$ cat src/hdl/qrd_pkg.sv
// constants for the queued read field decoder
`default_nettype none
package qrd_pkg;
  localparam int unsigned     CLK_MHZ      = 250;
  localparam int unsigned     FINE_US      = 10000;   // 10 ms
  localparam int unsigned     COARSE_US    = 500000;  // 0.5 s
  localparam int unsigned     TICK_CYCLES  = FINE_US * CLK_MHZ;
  localparam int unsigned     COARSE_TICKS = COARSE_US / FINE_US;
  localparam int unsigned     SLOTS        = 32;
  localparam int unsigned     TAG_W        = 5;
  localparam int unsigned     LIM_W        = 13;
  localparam logic [1:0]      PRIORITY_FIELD_NORMAL  = 2'h0;
  localparam logic [1:0]      PRIORITY_FIELD_ISO     = 2'h1;
  localparam logic [1:0]      PRIORITY_FIELD_HIGH    = 2'h2;
  localparam int unsigned     CODE_COARSE  = 7;
  localparam logic [11:0]     REG_CTRL     = 12'h000;
  localparam logic [11:0]     REG_ACTIVE   = 12'h004;
  localparam logic [11:0]     REG_EXPIRED  = 12'h008;
  localparam logic [11:0]     REG_HIGH     = 12'h00C;
  localparam int unsigned     CTRL_ABORT   = 0;
  localparam logic            CTRL_RESET   = 1'h0;
endpackage
`default_nettype wire

$ cat src/hdl/qrd_tick_gen.sv
// 10 ms tick enable divider
`default_nettype none
module qrd_tick_gen #(
  parameter int unsigned TICK_CYCLES = qrd_pkg::TICK_CYCLES
) (
  input  wire logic core_clk_in,
  input  wire logic sys_rst_in,
  output logic      tick_out
);
  typedef struct packed {
    logic [31:0] cnt;
    logic        tick;
  } qrd_tick_type;

  qrd_tick_type st_r;
  qrd_tick_type st_nxt;

  always_comb begin
    st_nxt      = st_r;
    st_nxt.tick = 1'b0;
    if (st_r.cnt == 32'(TICK_CYCLES - 1)) begin
      st_nxt.cnt  = 32'h0;
      st_nxt.tick = 1'b1;
    end else begin
      st_nxt.cnt = st_r.cnt + 32'h1;
    end
  end

  always_ff @(posedge core_clk_in or posedge sys_rst_in) begin
    if (sys_rst_in) begin
      st_r <= '0;
    end else begin
      st_r <= st_nxt;
    end
  end

  assign tick_out = st_r.tick;
endmodule
`default_nettype wire

$ cat src/hdl/qrd_decoder.sv
// queued read field decoder with per-tag deadline tracking
`default_nettype none
module qrd_decoder #(
  parameter int unsigned TICK_CYCLES = qrd_pkg::TICK_CYCLES
) (
  input  wire logic        core_clk_in,
  input  wire logic        sys_rst_in,
  input  wire logic        psel_in,
  input  wire logic        penable_in,
  input  wire logic        pwrite_in,
  input  wire logic [11:0] paddr_in,
  input  wire logic [31:0] pwdata_in,
  output logic [31:0]      prdata_out,
  output logic             pready_out,
  output logic             pslverr_out,
  input  wire logic        cmd_valid_in,
  input  wire logic [4:0]  cmd_tag_in,
  input  wire logic [1:0]  priority_field_in,
  input  wire logic [7:0]  deadline_code_in,
  input  wire logic        force_media_access_in,
  input  wire logic        done_valid_in,
  input  wire logic [4:0]  done_tag_in,
  output logic             dec_valid_out,
  output logic [4:0]       dec_tag_out,
  output logic [1:0]       dec_rank_out,
  output logic [12:0]      dec_limit_out,
  output logic             dec_cache_ok_out,
  output logic [31:0]      active_mask_out,
  output logic [31:0]      high_mask_out,
  output logic [31:0]      expired_mask_out,
  output logic [31:0]      abort_req_out
);
  localparam int unsigned N = qrd_pkg::SLOTS;
  localparam int unsigned W = qrd_pkg::LIM_W;

  typedef struct packed {
    logic [N-1:0]        active;
    logic [N-1:0]        iso;
    logic [N-1:0]        high;
    logic [N-1:0]        expired;
    logic [N-1:0][W-1:0] elapsed;
    logic [N-1:0][W-1:0] limit;
    logic                abort_en;
    logic [N-1:0]        abort_req;
    logic                dec_valid;
    logic [4:0]          dec_tag;
    logic [1:0]          dec_rank;
    logic [W-1:0]        dec_limit;
    logic                dec_cache_ok;
    logic [31:0]         prdata;
  } qrd_state_type;

  qrd_state_type st_r;
  qrd_state_type st_nxt;
  logic          tick;

  // fine units give code+1 ticks, coarse units scale by the coarse ratio
  function automatic logic [W-1:0] limit_ticks(input logic [7:0] code);
    logic [W-1:0] base;
    base = W'(code[6:0]) + W'(1);
    if (code[qrd_pkg::CODE_COARSE]) begin
      limit_ticks = W'(base * W'(qrd_pkg::COARSE_TICKS));
    end else begin
      limit_ticks = base;
    end
  endfunction

  qrd_tick_gen #(
    .TICK_CYCLES (TICK_CYCLES)
  ) u_tick (
    .core_clk_in (core_clk_in),
    .sys_rst_in  (sys_rst_in),
    .tick_out    (tick)
  );

  ////////////////////////////////////////////////////////////////////////////
  logic setup;
  assign setup = psel_in && !penable_in;

  always_comb begin
    st_nxt           = st_r;
    st_nxt.dec_valid = 1'b0;
    // apb: write takes effect in the access phase, read data latched in setup
    if (psel_in && penable_in && pwrite_in && paddr_in == qrd_pkg::REG_CTRL) begin
      st_nxt.abort_en = pwdata_in[qrd_pkg::CTRL_ABORT];
    end
    if (setup) begin
      if (paddr_in == qrd_pkg::REG_CTRL) begin
        st_nxt.prdata = {31'h0, st_r.abort_en};
      end else if (paddr_in == qrd_pkg::REG_ACTIVE) begin
        st_nxt.prdata = st_r.active;
      end else if (paddr_in == qrd_pkg::REG_EXPIRED) begin
        st_nxt.prdata = st_r.expired;
      end else if (paddr_in == qrd_pkg::REG_HIGH) begin
        st_nxt.prdata = st_r.high;
      end else begin
        st_nxt.prdata = 32'h0;
      end
    end
    // deadline ageing; expired commands stay active, never dropped
    for (int i = 0; i < N; i++) begin
      if (tick && st_r.active[i] && st_r.iso[i] && !st_r.expired[i]) begin
        st_nxt.elapsed[i] = st_r.elapsed[i] + W'(1);
        if (st_r.elapsed[i] + W'(1) >= st_r.limit[i]) begin
          st_nxt.expired[i] = 1'b1;
        end
      end
    end
    // completion frees the slot; a same-cycle accept below wins
    if (done_valid_in) begin
      st_nxt.active[done_tag_in]  = 1'b0;
      st_nxt.expired[done_tag_in] = 1'b0;
      st_nxt.iso[done_tag_in]     = 1'b0;
      st_nxt.high[done_tag_in]    = 1'b0;
    end
    // tags are trusted distinct; a reused tag simply restarts its slot
    if (cmd_valid_in) begin
      st_nxt.active[cmd_tag_in]  = 1'b1;
      st_nxt.expired[cmd_tag_in] = 1'b0;
      st_nxt.elapsed[cmd_tag_in] = '0;
      st_nxt.iso[cmd_tag_in]     = (priority_field_in == qrd_pkg::PRIORITY_FIELD_ISO);
      st_nxt.high[cmd_tag_in]    = (priority_field_in == qrd_pkg::PRIORITY_FIELD_HIGH);
      st_nxt.limit[cmd_tag_in]   = limit_ticks(deadline_code_in);
      st_nxt.dec_valid           = 1'b1;
      st_nxt.dec_tag             = cmd_tag_in;
      st_nxt.dec_cache_ok        = !force_media_access_in;
      // reserved 11b is served as normal
      if (priority_field_in == qrd_pkg::PRIORITY_FIELD_HIGH) begin
        st_nxt.dec_rank = qrd_pkg::PRIORITY_FIELD_HIGH;
      end else if (priority_field_in == qrd_pkg::PRIORITY_FIELD_ISO) begin
        st_nxt.dec_rank = qrd_pkg::PRIORITY_FIELD_ISO;
      end else begin
        st_nxt.dec_rank = qrd_pkg::PRIORITY_FIELD_NORMAL;
      end
      if (priority_field_in == qrd_pkg::PRIORITY_FIELD_ISO) begin
        st_nxt.dec_limit = limit_ticks(deadline_code_in);
      end else begin
        st_nxt.dec_limit = '0;
      end
    end
    st_nxt.abort_req = st_nxt.expired & {N{st_nxt.abort_en}};
  end

  always_ff @(posedge core_clk_in or posedge sys_rst_in) begin
    if (sys_rst_in) begin
      st_r          <= '0;
      st_r.abort_en <= qrd_pkg::CTRL_RESET;
    end else begin
      st_r <= st_nxt;
    end
  end

  ////////////////////////////////////////////////////////////////////////////
  logic mapped;
  assign mapped = (paddr_in == qrd_pkg::REG_CTRL) || (paddr_in == qrd_pkg::REG_ACTIVE)
               || (paddr_in == qrd_pkg::REG_EXPIRED) || (paddr_in == qrd_pkg::REG_HIGH);
  assign pready_out       = 1'b1;
  assign pslverr_out      = psel_in && penable_in && !mapped;
  assign prdata_out       = st_r.prdata;
  assign dec_valid_out    = st_r.dec_valid;
  assign dec_tag_out      = st_r.dec_tag;
  assign dec_rank_out     = st_r.dec_rank;
  assign dec_limit_out    = st_r.dec_limit;
  assign dec_cache_ok_out = st_r.dec_cache_ok;
  assign active_mask_out  = st_r.active;
  assign high_mask_out    = st_r.high;
  assign expired_mask_out = st_r.expired;
  assign abort_req_out    = st_r.abort_req;

  ////////////////////////////////////////////////////////////////////////////
  property p_iso_only;
    @(posedge core_clk_in) disable iff (sys_rst_in)
      cmd_valid_in && priority_field_in != qrd_pkg::PRIORITY_FIELD_ISO |=> dec_limit_out == 13'h0;
  endproperty
  a_iso_only: assert property (p_iso_only) else $error("limit set for non-iso");

  property p_fine;
    @(posedge core_clk_in) disable iff (sys_rst_in)
      cmd_valid_in && priority_field_in == qrd_pkg::PRIORITY_FIELD_ISO && !deadline_code_in[7]
      |=> dec_limit_out == 13'($past(deadline_code_in[6:0])) + 13'h1;
  endproperty
  a_fine: assert property (p_fine) else $error("fine limit wrong");

  property p_coarse;
    @(posedge core_clk_in) disable iff (sys_rst_in)
      cmd_valid_in && priority_field_in == qrd_pkg::PRIORITY_FIELD_ISO && deadline_code_in[7]
      |=> dec_limit_out == (13'($past(deadline_code_in[6:0])) + 13'h1)
                           * 13'(qrd_pkg::COARSE_TICKS);
  endproperty
  a_coarse: assert property (p_coarse) else $error("coarse limit wrong");

  property p_force_media;
    @(posedge core_clk_in) disable iff (sys_rst_in)
      cmd_valid_in && force_media_access_in |=> dec_valid_out && !dec_cache_ok_out;
  endproperty
  a_force_media: assert property (p_force_media) else $error("cache allowed");

  property p_cache_ok;
    @(posedge core_clk_in) disable iff (sys_rst_in)
      cmd_valid_in && !force_media_access_in |=> dec_cache_ok_out;
  endproperty
  a_cache_ok: assert property (p_cache_ok) else $error("cache refused");

  property p_keep;
    @(posedge core_clk_in) disable iff (sys_rst_in)
      (expired_mask_out & ~active_mask_out) == 32'h0;
  endproperty
  a_keep: assert property (p_keep) else $error("expired slot dropped");

  property p_abort;
    @(posedge core_clk_in) disable iff (sys_rst_in)
      abort_req_out == (st_r.abort_en ? expired_mask_out : 32'h0);
  endproperty
  a_abort: assert property (p_abort) else $error("abort request wrong");

  property p_high;
    @(posedge core_clk_in) disable iff (sys_rst_in)
      cmd_valid_in && priority_field_in == qrd_pkg::PRIORITY_FIELD_HIGH
      |=> dec_rank_out == qrd_pkg::PRIORITY_FIELD_HIGH && high_mask_out[$past(cmd_tag_in)];
  endproperty
  a_high: assert property (p_high) else $error("high priority lost");

  property p_start;
    @(posedge core_clk_in) disable iff (sys_rst_in)
      cmd_valid_in |=> st_r.elapsed[$past(cmd_tag_in)] == 13'h0
                       && active_mask_out[$past(cmd_tag_in)];
  endproperty
  a_start: assert property (p_start) else $error("deadline not restarted");

  c_expire: cover property (@(posedge core_clk_in) disable iff (sys_rst_in)
                            $rose(|expired_mask_out));
  c_abort:  cover property (@(posedge core_clk_in) disable iff (sys_rst_in)
                            |abort_req_out);
  c_both:   cover property (@(posedge core_clk_in) disable iff (sys_rst_in)
                            cmd_valid_in && done_valid_in && cmd_tag_in == done_tag_in);
endmodule
`default_nettype wire

$ cat config.mk
export PLATFORM = sky130hd
export DESIGN_NAME = qrd_decoder
export DESIGN_NICKNAME = d
export VERILOG_FILES = /design/src/hdl/qrd_pkg.sv /design/src/hdl/qrd_tick_gen.sv /design/src/hdl/qrd_decoder.sv
export SDC_FILE = /design/constraint.sdc
export NUM_CORES = 2
export LEC_CHECK = 0
export BUFFER_PORTS_ARGS = -buffer_cell sky130_fd_sc_hd__buf_2
export CAP_MARGIN = 10
export CORE_ASPECT_RATIO = 0.9
export CORE_MARGIN = 2
export CORE_UTILIZATION = 54
export CTS_BUF_LIST = sky130_fd_sc_hd__clkbuf_4
export DETAILED_ROUTE_END_ITERATION = 12
export GPL_ROUTABILITY_DRIVEN = 0
export PLACE_DENSITY = 0.67
export SLEW_MARGIN = 20
export SYNTH_ARGS = -nofsm -noshare
export SYNTH_HDL_FRONTEND = slang
export SYNTH_SLANG_ARGS = --single-unit
$ cat constraint.sdc
create_clock -name core_clk_in -period 62.9 [get_ports core_clk_in]
set_clock_uncertainty 0.15 [all_clocks]
set_input_delay 12.58 -clock core_clk_in [delete_from_list [all_inputs] [get_ports core_clk_in]]
set_output_delay 12.58 -clock core_clk_in [all_outputs]
set_load 0.02 [all_outputs]
==> results_dict.tcl <==
set metrics [dict create \
    fp.dieW_um 362 \
    drc 0 \
    htree_levels 5 \
    dp_hpwl_mm 107 \
    placed_area_um2 63300 \
    syn_to_final_growth_pct 7.62 \
    cts-resized-gates 0 \
    powerDensity_nw_per_um2 33.1 \
    layoutNonFillerInstCount 8744 \
    layout-drive-gt1-share_pct 11.2 \
    cts_tree "built" \
    finalCriticalPeriod_ns 26.52 \
    multi_input_area_um2 31100 \
    antenna_found_initial 21 \
    pwr-share-seq_pct 43.6 \
    end_kind "output port" \
    die_y_um 326 \
    setup_violations 0 \
    wl_mm 166 \
    numCtsBuffers 308 \
    post_cts_buffers 0 \
    viasPerCell 5.60 \
    dp_slack_ns 36.37 \
    grt_usage_pct 28.3 \
    clk_latency_ns 1.22 \
    r2r_cells 10 \
    grt_max_degree 178 \
    yosys_warnings 0 \
    slew_headroom_pct 24.6 \
    combPwrFrac_pct 28.6 \
    seq_area_um2 27000 \
    clk_pin_slew_ns 0.07 \
    reg2reg_to "abort_req_out[8]$_DFF_PP0_" \
    finalNetCount 7587 \
    placedCellCount 8227 \
    dr.pass1.iters 5 \
    rr_startpoint "st_r[607]$_DFF_PP0_" \
    synth_seq_area_share_pct 43.5 \
    fin_ws_ns 36.38 \
    synth.avg_cell_area_um2 8.99 \
    clockBufferDepth 4 \
    critPathLaunch "paddr_in[7]" \
    grt_pass1_wl_mm 262 \
    switching_share_pct 36.3 \
    grt_pass1_vias 47068 \
    gr-total-overflow 0 \
    worstMarginPinSlew_ns 1.13 \
    die_area_um2 118000 \
    drv_cap 0 \
    p_int_mw 1.41 \
    slew_violations 0 \
    cp_max_fo 4 \
    cp.arrival_ns 13.79 \
    cpMostUsedCell "buf_2" \
    endpoint "pslverr_out" \
    floorplan.rows 118 \
    wl_per_cell_um 18.9 \
    synthDistinctLibCells 74 \
    cts_root_buf "clkbuf_4" \
    p_switching_mw 0.804 \
    synth_edf_count 0 \
    cp_slowest_cell "or4_4" \
    crit_type "in2out" \
    slowest_delay_ns 0.53 \
    crit_chain "buf_2 -> or4_4 -> nor4_4 -> nor2_1 -> buf_2" \
    tns_ns 0 \
    drt_iter0_drc 4140 \
    async_flop_share_pct 100 \
    num_io_pins 256 \
    io_buffers 223 \
    via_count 48977 \
    antenna_left 0 \
    core_um2 115000 \
    hold_class "reg2reg" \
    crit_required_ns 50.17 \
    outcome "complete, no violations" \
    r2r_slack_ns 59.05 \
    final_area_um2 66900 \
    n_fill_cell 10301 \
    start_kind "primary input" \
    p_leak_nw 30.4 \
    synthFlopType "dfrtp_1" \
    cts_hold_buf 0 \
    cts_sinks 1080 \
    rsz0062_at_grt "no" \
    clockPowerShare_pct 27.9 \
    syn_nets 7463 \
    finalHoldViolations 0 \
    mappedNetlistArea_um2 62200 \
    ir_drop_mv 0.0185 \
    synthesis.instances 6913 \
    start_util_pct 54.3 \
    period_share_pct 42.2 \
    ys_ff_latch 1080 \
    max_freq_mhz 37.7 \
]
metal layers:
layer	up-vias	part of all wire (%)	track usage (%)
li1	23678	-	-
met1	23492	46	40.7
met2	1467	44	42.4
met3	332	7.4	5.34
met4	8	3.1	10.8
met5	-	0.031	0
critical path: cells and delay by family:
family / cells / cell delay (ns)
buffers and inverters: 2 / 0.25
and+or+nand+nor: 3 / 0.94
worst min path at each step:
stage	from	endpoint	slack, ns	depth (start not counted)
finish	prdata_out[25]$_DFFE_PP0P_	prdata_out[25]$_DFFE_PP0P_	0.32	2
CTS	st_r[996]$_DFF_PP0_	st_r[996]$_DFF_PP0_	0.33	2
detailed placement	st_r[995]$_DFF_PP0_	st_r[995]$_DFF_PP0_	0.31	2
floorplan	st_r[995]$_DFF_PP0_	st_r[995]$_DFF_PP0_	0.29	2
global route	u_tick.st_r[32]$_DFF_PP0_	u_tick.st_r[32]$_DFF_PP0_	0.34	1
global placement	st_r[995]$_DFF_PP0_	st_r[995]$_DFF_PP0_	0.30	2
logic make-up (layout without fill, tap and decap cells):
kind of cell,after synthesis,in the layout,synth area share (%)
simple gates,2478,2478,18.6
mux,32,32,0.606
flops,1080,1080,43.5
compound gates,1252,1252,11.5
xor+xnor,669,669,9.42
other cells,1,17,0.00603
fa+ha+maj,478,478,9.66
buf+inv,923,1238,6.73
power by group through the flow:
stage	clock, mW	sequential, mW	combinational, mW
after global routing	0.672	0.985	0.729
after global placement	0	0.966	0.601
after CTS	0.635	0.962	0.635
after floorplan	0	0.936	0.485
final	0.618	0.965	0.632
after detailed placement	0	0.972	0.631
area by class of cell:
cell class              instances  area share [%]
multi-input cells            4910            46.5
flip-flops and latches       1080            40.4
clock buffers                 421            4.72
well taps                    1500            2.80
inverters                     456            2.57
repair buffers                281            2.35
clock inverters                80           0.557
diodes                         16          0.0598
Yosys cell counts, types with 5 or more instances:
library cell | n | area [µm²]
nor2_1 | 581 | 2180
nand2_1 | 971 | 3640
buf_1 | 19 | 71.3
buf_2 | 13 | 65.1
xor2_1 | 337 | 2950
o221ai_1 | 6 | 52.6
o2bb2ai_1 | 11 | 96.3
and4b_1 | 11 | 110
nor2b_1 | 44 | 275
mux2i_1 | 5 | 50.1
a211oi_1 | 47 | 353
clkbuf_1 | 250 | 938
o21a_1 | 9 | 67.6
o211a_1 | 6 | 60.1
o2111ai_1 | 5 | 43.8
a31oi_1 | 19 | 119
a211o_1 | 36 | 315
dfrtp_1 | 1080 | 27000
o22ai_1 | 5 | 31.3
and4_1 | 51 | 447
o211ai_1 | 6 | 45.0
nand2b_1 | 54 | 338
and3_1 | 33 | 206
and2_1 | 34 | 213
a21o_1 | 83 | 623
o21bai_1 | 5 | 37.5
a22oi_1 | 34 | 255
or2_2 | 19 | 119
nand4bb_1 | 5 | 56.3
nor3_1 | 112 | 561
nor4_1 | 67 | 419
nand4_1 | 120 | 751
a22o_1 | 13 | 114
inv_1 | 456 | 1710
a21oi_1 | 205 | 1030
nand4b_1 | 28 | 245
buf_4 | 182 | 1370
or3_1 | 136 | 851
ha_1 | 475 | 5940
xnor2_1 | 332 | 2910
nand3_1 | 193 | 966
mux2_2 | 25 | 282
o21ai_0 | 738 | 3690
per-stage QoR:
stage                     power (mW)  util [%]  hold slack (ns)
after global routing            2.39      58.4            0.343
after global placement          1.57      55.3            0.303
after CTS                       2.23      58.4            0.326
final                           2.21      58.4            0.324
after floorplan                 1.42         -            0.292
after detailed placement        1.60      55.3            0.313
cells in the final DEF (no fill, tap or decap), drive strengths merged, types with 194 or more instances in the layout:
cell / count
dfrtp: 1080
nand2: 971
o21ai: 739
nor2: 581
ha: 475
inv: 462
clkbuf: 421
xor2: 337
xnor2: 332
buf: 281
a21oi: 205
nand3: 194
No activity file was read; power rests on OpenSTA's default activity.
